==> src/flash_protect_pkg.sv <==
// Purpose: shared types and constants for the flash write-protection logic
// Assumes: one 125 MHz clock, 24-bit byte addresses
// Notes:   address bit 23 lies beyond the 8 MB array and is not decoded
package flash_protect_pkg;

  // ----------------------------------------------------------------
  // array geometry
  // ----------------------------------------------------------------
  localparam int ADDR_W        = 24;
  localparam int SECTOR_W      = 7;
  localparam int SUBSECTOR_W   = 11;
  localparam int SECTOR_LSB    = 16;
  localparam int SUBSECTOR_LSB = 12;
  localparam int SECTOR_COUNT  = 128;
  localparam int PAGE_BYTES    = 256;
  localparam int AREA_W        = 8;
  localparam int CODE_W        = 4;
  localparam int PULSE_W       = 16;
  localparam int BYTE_BITS_W   = 3;
  localparam logic [BYTE_BITS_W-1:0] BYTE_REMAINDER_NONE = 3'h0;
  localparam logic [AREA_W-1:0]      AREA_ONE            = 8'h01;
  localparam logic [AREA_W-1:0]      AREA_NONE           = 8'h00;

  // ----------------------------------------------------------------
  // timing
  // ----------------------------------------------------------------
  localparam int CLK_MHZ     = 125;
  localparam int POR_TIME_US = 100;
  localparam int POR_CYCLES  = POR_TIME_US * CLK_MHZ;

  // ----------------------------------------------------------------
  // commands and states
  // ----------------------------------------------------------------
  typedef enum logic [3:0] {
    CMD_NONE        = 4'h0,
    CMD_WRITE_EN    = 4'h1,
    CMD_WRITE_DIS   = 4'h2,
    CMD_PAGE_PROG   = 4'h3,
    CMD_SUBSEC_ERASE = 4'h4,
    CMD_SECTOR_ERASE = 4'h5,
    CMD_BULK_ERASE  = 4'h6,
    CMD_LOCK_WRITE  = 4'h7,
    CMD_STATUS_WRITE = 4'h8,
    CMD_CONFIG_WRITE = 4'h9
  } cmd_kind_t;

  typedef enum logic [1:0] {
    PWR_OFF   = 2'h0,
    PWR_WAIT  = 2'h1,
    PWR_READY = 2'h3
  } pwr_state_t;

  typedef struct packed {
    cmd_kind_t          kind;
    logic [ADDR_W-1:0]  addr;
    logic [PULSE_W-1:0] pulseCount;
    logic               lockDown;
    logic               writeLock;
  } cmd_req_t;

  typedef struct packed {
    logic                   allowed;
    logic                   notAligned;
    logic                   noWriteEnable;
    logic                   inPowerOn;
    logic                   areaProtected;
    logic                   sectorLocked;
    logic                   lockDownHeld;
    logic [SECTOR_W-1:0]    sector;
    logic [SUBSECTOR_W-1:0] subsector;
  } decision_t;

endpackage

==> src/flash_write_protection.sv <==
// Purpose: decides whether a program, erase or register write may run
// Assumes: commands arrive decoded, one per cycle, on the ref_clk domain
// Notes:   lock bits are volatile and lost on reset or power loss
//
// How it works
// - sector is 64KB, holds sixteen 4KB subsectors
// - discard modifying command unless pulses byte-aligned
// - write enable sets latch; modify needs latch
// - power-on reset and timer block all writes
// - sector write-lock bit refuses program and erase
// - lock-down freezes write-lock until reset
// - lock bits change only by lock write, reset or power loss
// - low-end bit clear protects highest sectors
// - low-end bit set protects lowest sectors
// - code zero none; top bit all
// - 128 sectors; erase subsector, sector, or bulk
`timescale 1ns/1ps
module flash_write_protection #(
  parameter int PorCycles = flash_protect_pkg::POR_CYCLES
) (
  input  wire logic                                 ref_clk,
  input  wire logic                                 reset,
  input  wire logic                                 powerGood,
  input  wire logic                                 cmdValid,
  input  wire flash_protect_pkg::cmd_req_t          cmdReq,
  input  wire logic                                 protect_code_bit3,
  input  wire logic                                 protect_code_bit2,
  input  wire logic                                 protect_code_bit1,
  input  wire logic                                 protect_code_bit0,
  input  wire logic                                 protect_from_low_end,
  output logic                                      writeEnableLatch,
  output logic                                      powerOnBusy,
  output logic                                      decisionValid,
  output flash_protect_pkg::decision_t              decision
);
  import flash_protect_pkg::*;

  localparam int CNT_W = $clog2(PorCycles + 1);

  // ----------------------------------------------------------------
  // power-good pin synchroniser and filter
  // ----------------------------------------------------------------
  logic pgMeta;
  logic pgSync;
  logic pgLate;
  logic pgLevel;

  always_ff @(posedge ref_clk) begin
    if (reset) begin
      pgMeta <= 1'b0;
      pgSync <= 1'b0;
      pgLate <= 1'b0;
    end else begin
      pgMeta <= powerGood;
      pgSync <= pgMeta;
      pgLate <= pgSync;
    end
  end

  // a change counts only once two later stages agree
  always_ff @(posedge ref_clk) begin
    if (reset) begin
      pgLevel <= 1'b0;
    end else if (pgSync == pgLate) begin
      pgLevel <= pgLate;
    end
  end

  // ----------------------------------------------------------------
  // power-on timer
  // ----------------------------------------------------------------
  pwr_state_t       pwrState;
  pwr_state_t       next_pwrState;
  logic [CNT_W-1:0] porCount;

  wire logic porDone = porCount == CNT_W'(PorCycles - 1);

  always_comb begin
    next_pwrState = pwrState;
    case (pwrState)
      PWR_OFF:   next_pwrState = pgLevel ? PWR_WAIT : PWR_OFF;
      PWR_WAIT:  next_pwrState = !pgLevel ? PWR_OFF : (porDone ? PWR_READY : PWR_WAIT);
      PWR_READY: next_pwrState = pgLevel ? PWR_READY : PWR_OFF;
      default:   next_pwrState = PWR_OFF;
    endcase
  end

  always_ff @(posedge ref_clk) begin
    if (reset) begin
      pwrState <= PWR_OFF;
      porCount <= '0;
    end else begin
      pwrState <= next_pwrState;
      porCount <= (pwrState == PWR_WAIT) ? porCount + CNT_W'(1) : '0;
    end
  end

  // blocks every write while supply or timer is not settled
  wire logic porBusy = pwrState != PWR_READY;
  assign powerOnBusy = porBusy;

  // ----------------------------------------------------------------
  // command classification and address decode
  // ----------------------------------------------------------------
  wire logic isArrayOp = (cmdReq.kind == CMD_PAGE_PROG)    ||
                         (cmdReq.kind == CMD_SUBSEC_ERASE) ||
                         (cmdReq.kind == CMD_SECTOR_ERASE) ||
                         (cmdReq.kind == CMD_BULK_ERASE);
  wire logic isLockWr  = cmdReq.kind == CMD_LOCK_WRITE;
  wire logic isRegWr   = isLockWr || (cmdReq.kind == CMD_STATUS_WRITE) ||
                         (cmdReq.kind == CMD_CONFIG_WRITE);
  wire logic isModify  = isArrayOp || isRegWr;
  wire logic isBulk    = cmdReq.kind == CMD_BULK_ERASE;

  wire logic [SECTOR_W-1:0]    secIdx = cmdReq.addr[SECTOR_LSB +: SECTOR_W];
  wire logic [SUBSECTOR_W-1:0] subIdx = cmdReq.addr[SUBSECTOR_LSB +: SUBSECTOR_W];

  wire logic aligned = cmdReq.pulseCount[BYTE_BITS_W-1:0] == BYTE_REMAINDER_NONE;

  // ----------------------------------------------------------------
  // area protection and sector locks
  // ----------------------------------------------------------------
  logic [SECTOR_COUNT-1:0] areaMap;
  logic [SECTOR_COUNT-1:0] writeLock;
  logic [SECTOR_COUNT-1:0] lockDown;

  sector_protect_map #(
    .SectorCount (SECTOR_COUNT)
  ) u_map (
    .protectCode       ({protect_code_bit3, protect_code_bit2,
                         protect_code_bit1, protect_code_bit0}),
    .protectFromLowEnd (protect_from_low_end),
    .sectorProtected   (areaMap)
  );

  // bulk erase targets every sector, so any hit refuses it
  wire logic areaHit = isBulk ? |areaMap : areaMap[secIdx];
  wire logic lockHit = isBulk ? |writeLock : writeLock[secIdx];
  wire logic downHit = lockDown[secIdx];

  wire logic refuseArray = isArrayOp && (areaHit || lockHit);
  wire logic refuseLock  = isLockWr && downHit;

  wire logic allowed = isModify && aligned && writeEnableLatch && !porBusy &&
                       !refuseArray && !refuseLock;
  wire logic lockTake = cmdValid && isLockWr && allowed;

  genvar s;
  generate
    for (s = 0; s < SECTOR_COUNT; s++) begin : g_lock
      wire logic hitHere = lockTake && (secIdx == SECTOR_W'(s));
      always_ff @(posedge ref_clk) begin
        if (reset || porBusy) begin
          writeLock[s] <= 1'b0;
          lockDown[s]  <= 1'b0;
        end else if (hitHere) begin
          writeLock[s] <= cmdReq.writeLock;
          lockDown[s]  <= cmdReq.lockDown;
        end
      end

    end
  endgenerate

  // ----------------------------------------------------------------
  // write enable latch
  // ----------------------------------------------------------------
  wire logic welSet   = cmdValid && aligned && (cmdReq.kind == CMD_WRITE_EN);
  wire logic welClear = cmdValid && aligned && (cmdReq.kind == CMD_WRITE_DIS);
  wire logic welUsed  = cmdValid && allowed;

  // a granted write consumes the latch so each one needs a fresh enable
  always_ff @(posedge ref_clk) begin
    if (reset || porBusy) begin
      writeEnableLatch <= 1'b0;
    end else if (welSet) begin
      writeEnableLatch <= 1'b1;
    end else if (welClear || welUsed) begin
      writeEnableLatch <= 1'b0;
    end
  end

  // ----------------------------------------------------------------
  // decision register
  // ----------------------------------------------------------------
  // reasons and indices stand until the next answer; allowed pulses with it
  wire logic answerTake = cmdValid && isModify;

  always_ff @(posedge ref_clk) begin
    if (reset) begin
      decisionValid <= 1'b0;
      decision      <= '0;
    end else begin
      decisionValid          <= answerTake;
      decision.allowed       <= cmdValid && allowed;
      if (answerTake) begin
        decision.notAligned    <= !aligned;
        decision.noWriteEnable <= !writeEnableLatch;
        decision.inPowerOn     <= porBusy;
        decision.areaProtected <= isArrayOp && areaHit;
        decision.sectorLocked  <= isArrayOp && lockHit;
        decision.lockDownHeld  <= isLockWr && downHit;
        decision.sector        <= secIdx;
        decision.subsector     <= subIdx;
      end
    end
  end

  wire logic [CODE_W-1:0] codeNow = {protect_code_bit3, protect_code_bit2,
                                     protect_code_bit1, protect_code_bit0};
endmodule

==> src/sector_protect_map.sv <==
// Purpose: expands the protect code into one protected flag per sector
// Assumes: code bit 3 set protects the whole array
// Notes:   purely combinational
`timescale 1ns/1ps
module sector_protect_map #(
  parameter int SectorCount = flash_protect_pkg::SECTOR_COUNT
) (
  input  wire logic [flash_protect_pkg::CODE_W-1:0] protectCode,
  input  wire logic                                 protectFromLowEnd,
  output logic [SectorCount-1:0]                    sectorProtected
);
  import flash_protect_pkg::*;

  // ----------------------------------------------------------------
  // size of the protected area in sectors
  // ----------------------------------------------------------------
  wire logic [2:0]        areaCode = protectCode[2:0];
  wire logic [AREA_W-1:0] areaSize = (areaCode == 3'h0) ? AREA_NONE :
                                     (AREA_ONE << (areaCode - 3'h1));
  wire logic [AREA_W-1:0] upperStart = AREA_W'(SectorCount) - areaSize;

  // ----------------------------------------------------------------
  // per-sector decision
  // ----------------------------------------------------------------
  genvar s;
  generate
    for (s = 0; s < SectorCount; s++) begin : g_sector
      wire logic upperHit = AREA_W'(s) >= upperStart;
      wire logic lowerHit = AREA_W'(s) < areaSize;
      // bit 3 overrides both the direction and the low code bits
      assign sectorProtected[s] = protectCode[CODE_W-1] |
                                  (protectFromLowEnd ? lowerHit : upperHit);
    end
  endgenerate

endmodule

==> config.mk <==
export PLATFORM = sky130hd
export DESIGN_NAME = flash_write_protection
export DESIGN_NICKNAME = d
export VERILOG_FILES = /design/src/flash_protect_pkg.sv /design/src/flash_write_protection.sv /design/src/sector_protect_map.sv
export SDC_FILE = /design/constraint.sdc
export NUM_CORES = 1
export LEC_CHECK = 0
export ABC_AREA = 1
export BUFFER_PORTS_ARGS = -buffer_cell sky130_fd_sc_hd__buf_2
export CAP_MARGIN = 25
export CORE_ASPECT_RATIO = 0.8
export CORE_UTILIZATION = 25
export CTS_CLUSTER_DIAMETER = 80
export DETAILED_ROUTE_END_ITERATION = 16
export HOLD_SLACK_MARGIN = 0.05
export PLACE_DENSITY_LB_ADDON = 0.12
export SETUP_SLACK_MARGIN = 0.2
export SLEW_MARGIN = 40
export SYNTH_ARGS = -nofsm -noshare
export SYNTH_HDL_FRONTEND = slang
export SYNTH_SLANG_ARGS = --single-unit
==> constraint.sdc <==
create_clock -name ref_clk -period 2.8 [get_ports ref_clk]
set_input_delay 0 -clock ref_clk [delete_from_list [all_inputs] [get_ports ref_clk]]
set_output_delay 0 -clock ref_clk [all_outputs]
set_load 0.05 [all_outputs]
==> flow_metrics.env, run 1 <==
export IMPL_holdWs_ns=0.0690
export IMPL_hold_path_class="primary input to flop"
export IMPL_clock_root_buffer="clkbuf_16"
export IMPL_outcome="complete, but fails checks"
export IMPL_routabilityCongestion=0.905
export IMPL_final_core_util=0.333
export IMPL_overflow=0
export IMPL_worstMarginPinSlew_ns=0.895
export IMPL_drv_cap=0
export IMPL_synth_seq_area_share=0.335
export IMPL_die_w_um=299
export IMPL_dr_total_vias=20700
export IMPL_seqPwrFrac=0.404
export IMPL_pre_cts_ws_ns=-0.603
export IMPL_cp_end_kind="flop"
export IMPL_grt_max_degree=165
export IMPL_coreArea_um2=69400
export IMPL_critical_path_arrival_ns=3.42
export IMPL_clk_path_buf_depth=3
export IMPL_setup_viol=233
export IMPL_dieArea_um2=71800
export IMPL_area_growth_pct=30.9
export IMPL_grt_pass1_wl_um=119000
export IMPL_syn_area_um2=17700
export IMPL_row_count=86
export IMPL_cp_start_kind="flop"
export IMPL_p_sw_frac=0.286
export IMPL_n_fill_cell=7530
export IMPL_synth_fp_nets=3011
export IMPL_numPortBuffers=56
export IMPL_finalPower_w=0.0105
export IMPL_path_max_fanout=6
export IMPL_cts_sinks=296
export IMPL_ant_nets=0
export IMPL_ios=83
export IMPL_clk_latency_ns=0.55
export IMPL_finalClockSkew_ns=0.0195
export IMPL_stdcell_count=4150
export IMPL_r2r_slack_ns=-0.18
export IMPL_ys_warn_count=0
export IMPL_power_density_nw_per_um2=453
export IMPL_fin_nets=3267
export IMPL_syn_avg_cell_area_um2=5.99
export IMPL_grtUsageTotal=0.215
export IMPL_viasPerCell=4.98
export IMPL_required_ns=3.24
export IMPL_synth_top_area_share=0.335
export IMPL_first_iter_violations=1817
export IMPL_clock_fmax_ghz=0.335
export IMPL_violations="setup timing"
export IMPL_drcViolationCount=0
export IMPL_p_sw_w=0.00300
export IMPL_relSlewSlack=0.404
export IMPL_placed_cells=4030
export IMPL_hold_viol_final=0
export IMPL_synth_largest_area_cell="dfxtp_1"
export IMPL_hpwl_um=53100
export IMPL_cts_tree="yes"
export IMPL_synth_area_top_cells="dfxtp_1, nor2_1, nand2_1"
export IMPL_clk_pin_slew_ns=0.06
export IMPL_p_leak_nw=10.7
export IMPL_path_class="flop to flop"
export IMPL_period_needed_ns=2.98
export IMPL_drtPass1Iterations=6
export IMPL_start_util=0.255
export IMPL_drive_above_1_share=0.160
export IMPL_ir_drop_uv=521
export IMPL_syn_inst=2950
export IMPL_die_h_um=240
export IMPL_drt_wl_total_um=81400
export IMPL_pwr_share_clk=0.460
export IMPL_synth_cell_types=40
export IMPL_timing_final_ws_setup_ns=-0.182
export IMPL_fin_crit_sh=1.06
export IMPL_rsz0062_at_grt="yes"
export IMPL_internal_power_w=0.00749
export IMPL_synth_seq_cells=296
export IMPL_comb_power_share=0.135
export IMPL_antenna_cells=0
export IMPL_antenna_found_initial=0
export IMPL_htreeDepth=2
export IMPL_grt_pass1_vias=19100
export IMPL_wl_per_cell_um=19.6
export IMPL_final_max_slew_viol_count=0
export IMPL_cts_buffers=36
[synth_stat cells (all sizes together)]
library cell,count
a31oi,3
nor4b,1
nand3b,1
nor3,21
a41oi,1
o311ai,1
a221oi,3
xor2,1
inv,352
o21ai,110
nand3,75
clkbuf,96
a211oi,4
ha,6
clkinv,3
a22oi,8
buf,95
nor2,750
dfxtp,296
a21boi,1
o211ai,6
and3,1
nand4,255
a21oi,35
nand2,674
o22ai,122
o221ai,3
nor4,26
[worst max-delay path, stage by stage (launching register included)]
cell     delay (ns)
dfxtp_2        0.33
nor4_4         0.26
buf_4          0.16
nand3_4        0.10
nor4b_4        0.33
buf_4          0.18
nand4_1        0.07
nor2_1         0.10
nor2_1         0.06
nand2_2        0.12
inv_2          0.06
nor2_4         0.13
buf_12         0.13
buf_12         0.10
buf_6          0.15
buf_8          0.13
nand4_1        0.22
nor2_1         0.19
nor2_1         0.06
[cell families after synthesis]
logic type      Yosys count  synth area share
simple gates           1804             0.435
buf+inv                 546             0.127
compound gates          297            0.0978
flops                   296             0.335
fa+ha+maj                 6           0.00425
xor+xnor                  1          0.000496
[placed cells by master, fill, tap and decap left out, types with 33 or more instances in the layout]
cell type	synthesis	routed
o22ai_1	122	122
dfxtp_1	296	295
buf_2	49	54
nor2_1	740	727
buf_12	0	42
o21ai_0	99	95
buf_4	26	265
a21oi_1	34	33
nand4_1	255	255
clkbuf_16	0	44
nand3_1	75	72
inv_1	338	331
nand2_1	663	655
[registers in the layout, indices dropped and copies added (netlist names), 2 cells and up]
signal and flops:
porCount 14, writeLock 128, decision 18, pwrState 2
lockDown 128
[metal layers]
layer,track usage,part of all wire,up-vias
met5,0,0,-
met3,0.0301,0.069,85
met1,0.329,0.51,9775
met4,0.0464,0.016,0
li1,-,-,10100
met2,0.312,0.40,773
[stage by stage]
step,TNS (ns),instance area (um2)
final,-18.31,23100
after global routing,-64.92,23100
after CTS,-7.98,22600
after detailed placement,-121.54,20900
after global placement,-139.47,20900
after floorplan,0,17700
[power by group through the flow]
stage                     clock, W  sequential [W]  combinational, W
after global placement           0         0.00434           0.00131
after detailed placement         0         0.00434           0.00130
after global routing       0.00511         0.00424           0.00149
final                      0.00483         0.00424           0.00142
after floorplan                  0         0.00440          0.000629
after CTS                  0.00493         0.00424           0.00133
[timing repair]
item,CTS,global route
cloned,2,10
pin swaps,44,55
resized for setup,24,47
setup buffers,5,20
hold buffers,25,0
endpoints found under the setup margin,258,259
endpoints found under the hold margin,31,0
[area by class of cell]
| type | instances | area, um2 | area share |
|---|---|---|---|
| clock buffers | 49 | 1020 | 0.0441 |
| clock inverters | 9 | 131 | 0.00568 |
| inverters | 355 | 1340 | 0.0578 |
| multi-input cells | 2108 | 9740 | 0.421 |
| flip-flops and latches | 296 | 5930 | 0.256 |
| well taps | 924 | 1160 | 0.0500 |
| repair buffers | 409 | 3830 | 0.166 |
[path summary, 6_finish.rpt]
path,from,end,cells past startpoint
max,writeLock[48],lockDown[103],18
min,cmdReq[1],lockDown[94],3
max reg2reg,writeLock[48],lockDown[103],18
min reg2reg,pgMeta,pgSync,2
(Power assumes the default switching activity.)
==> run 2: changes to the inputs <==
--- a/config.mk
+++ b/config.mk
@@ -14,6 +14,7 @@
 export DETAILED_ROUTE_END_ITERATION = 16
 export HOLD_SLACK_MARGIN = 0.05
 export PLACE_DENSITY_LB_ADDON = 0.12
+export RECOVER_POWER = 100
 export SETUP_SLACK_MARGIN = 0.2
 export SLEW_MARGIN = 40
 export SYNTH_ARGS = -nofsm -noshare
==> flow_metrics.env, run 2 (synthesis gave the netlist of run 1 again) <==
export IMPL_outcome="complete, but fails checks"
export IMPL_violations="setup timing"
export IMPL_grt_pass1_vias=19100
export IMPL_drt_wl_total_um=81300
export IMPL_mostFrequentLayoutCell="nor2_1"
export IMPL_path_max_fanout=6
export IMPL_design_area_um2=23100
export IMPL_grt_pass1_wl_um=119000
export IMPL_hold_path_class="primary input to flop"
export IMPL_htreeDepth=2
export IMPL_rsz0062_at_grt="yes"
export IMPL_layout_common_cells="nor2_1, nand2_1, inv_1"
export IMPL_ios=83
export IMPL_clock_root_buffer="clkbuf_16"
export IMPL_setup_viol=235
export IMPL_cp_end_kind="flop"
export IMPL_power_density_nw_per_um2=453
export IMPL_ff_latch_area_um2=5930
export IMPL_multi_input_area_um2=9740
export IMPL_clock_fmax_ghz=0.335
export IMPL_pre_cts_ws_ns=-0.603
export IMPL_final_core_util=0.333
export IMPL_drive_above_1_share=0.149
export IMPL_viasPerCell=4.99
export IMPL_antenna_cells=0
export IMPL_hold_viol_final=0
export IMPL_routabilityCongestion=0.905
export IMPL_dieArea_um2=71800
export IMPL_drtPass1Iterations=5
export IMPL_cp_start_kind="flop"
export IMPL_start_util=0.255
export IMPL_period_needed_ns=2.98
export IMPL_p_leak_nw=10.6
export IMPL_wl_per_cell_um=19.6
export IMPL_ir_drop_uv=521
export IMPL_worstMarginPinSlew_ns=0.988
export IMPL_overflow=0
export IMPL_grtUsageTotal=0.215
export IMPL_area_growth_pct=30.7
export IMPL_die_h_um=240
export IMPL_critical_path_arrival_ns=3.43
export IMPL_final_max_slew_viol_count=0
export IMPL_tns_ns=-19.20
export IMPL_drcViolationCount=0
export IMPL_top_layer="met4"
export IMPL_die_w_um=299
export IMPL_coreArea_um2=69400
export IMPL_wl_met3_um=5500
export IMPL_timing_final_ws_setup_ns=-0.183
export IMPL_n_fill_cell=7546
export IMPL_cts_tree="yes"
export IMPL_required_ns=3.24
export IMPL_ant_nets=0
export IMPL_path_class="flop to flop"
export IMPL_met2WireLength_um=32800
export IMPL_grt_max_degree=165
export IMPL_dr_total_vias=20700
export IMPL_hpwl_um=53100
export IMPL_holdWs_ns=0.0719
export IMPL_first_iter_violations=1799
export IMPL_fin_nets=3267
export IMPL_top_regs="lockDown (128), writeLock (128), decision (18)"
export IMPL_drv_cap=0
export IMPL_routedLengthMet1_um=41700
export IMPL_fin_crit_sh=1.07
export IMPL_finalClockSkew_ns=0.0220
export IMPL_relSlewSlack=0.341
export IMPL_antenna_found_initial=0
export IMPL_cts_sinks=296
export IMPL_row_count=86
export IMPL_cts_buffers=36
export IMPL_clk_latency_ns=0.55
export IMPL_numPortBuffers=56
export IMPL_clk_path_buf_depth=3
export IMPL_postPlaceCellArea_um2=20900
export IMPL_clk_pin_slew_ns=0.06
[run 2: per-stage QoR]
stage | total power, W | cells
CTS | 0.0105 | 4120
global route | 0.0108 | 4150
floorplan | 0.00503 | 2950
global placement | 0.00564 | 4030
detailed placement | 0.00564 | 4030
finish | 0.0105 | 4150
[run 2: layer usage]
| layer | vias to the layer above | GRT usage |
|---|---|---|
| met1 | 9809 | 0.329 |
| li1 | 10000 | - |
| met3 | 89 | 0.0301 |
| met4 | 0 | 0.0464 |
| met5 | - | 0 |
| met2 | 763 | 0.312 |
[run 2: critical path: stages (launching register included)]
cell     delay [ns]
dfxtp_2        0.33
nor4_4         0.26
buf_4          0.17
nand3_4        0.10
nor4b_4        0.33
buf_4          0.18
nand4_1        0.07
nor2_1         0.10
nor2_1         0.06
nand2_2        0.12
inv_2          0.06
nor2_4         0.14
buf_12         0.13
buf_12         0.10
buf_6          0.15
buf_8          0.13
nand4_1        0.22
nor2_1         0.19
nor2_1         0.06
[run 2: where the power goes]
part	internal [W]	switching (W)
clock network	0.00282	0.00200
registers	0.00423	0.0000122
logic	0.000431	0.000980
total	0.00748	0.00299
[run 2: path summary, 6_finish.rpt]
path | from | endpoint | slack (ns) | depth (start not counted)
setup / recovery | writeLock[48] | lockDown[103] | -0.18 | 18
hold / removal | cmdReq[36] | decision[13] | 0.07 | 4
setup reg to reg | writeLock[48] | lockDown[103] | -0.18 | 18
hold reg to reg | pgMeta | pgSync | 0.41 | 2
[run 2: what timing repair did]
item / 4_1_cts / 5_1_grt
buffers inserted: 5 / 20
endpoints found under the setup margin: 258 / 259
gates resized for setup: 24 / 47
cloned: 2 / 10
hold buffers: 25 / 0
hold endpoints to repair: 31 / 0
pin swaps: 44 / 55
[run 2: area by class of cell]
cell class / instances / area share
flip-flops and latches: 296 / 0.257
repair buffers: 409 / 0.164
well taps: 924 / 0.0501
clock inverters: 9 / 0.00569
clock buffers: 49 / 0.0442
inverters: 355 / 0.0579
multi-input cells: 2108 / 0.422
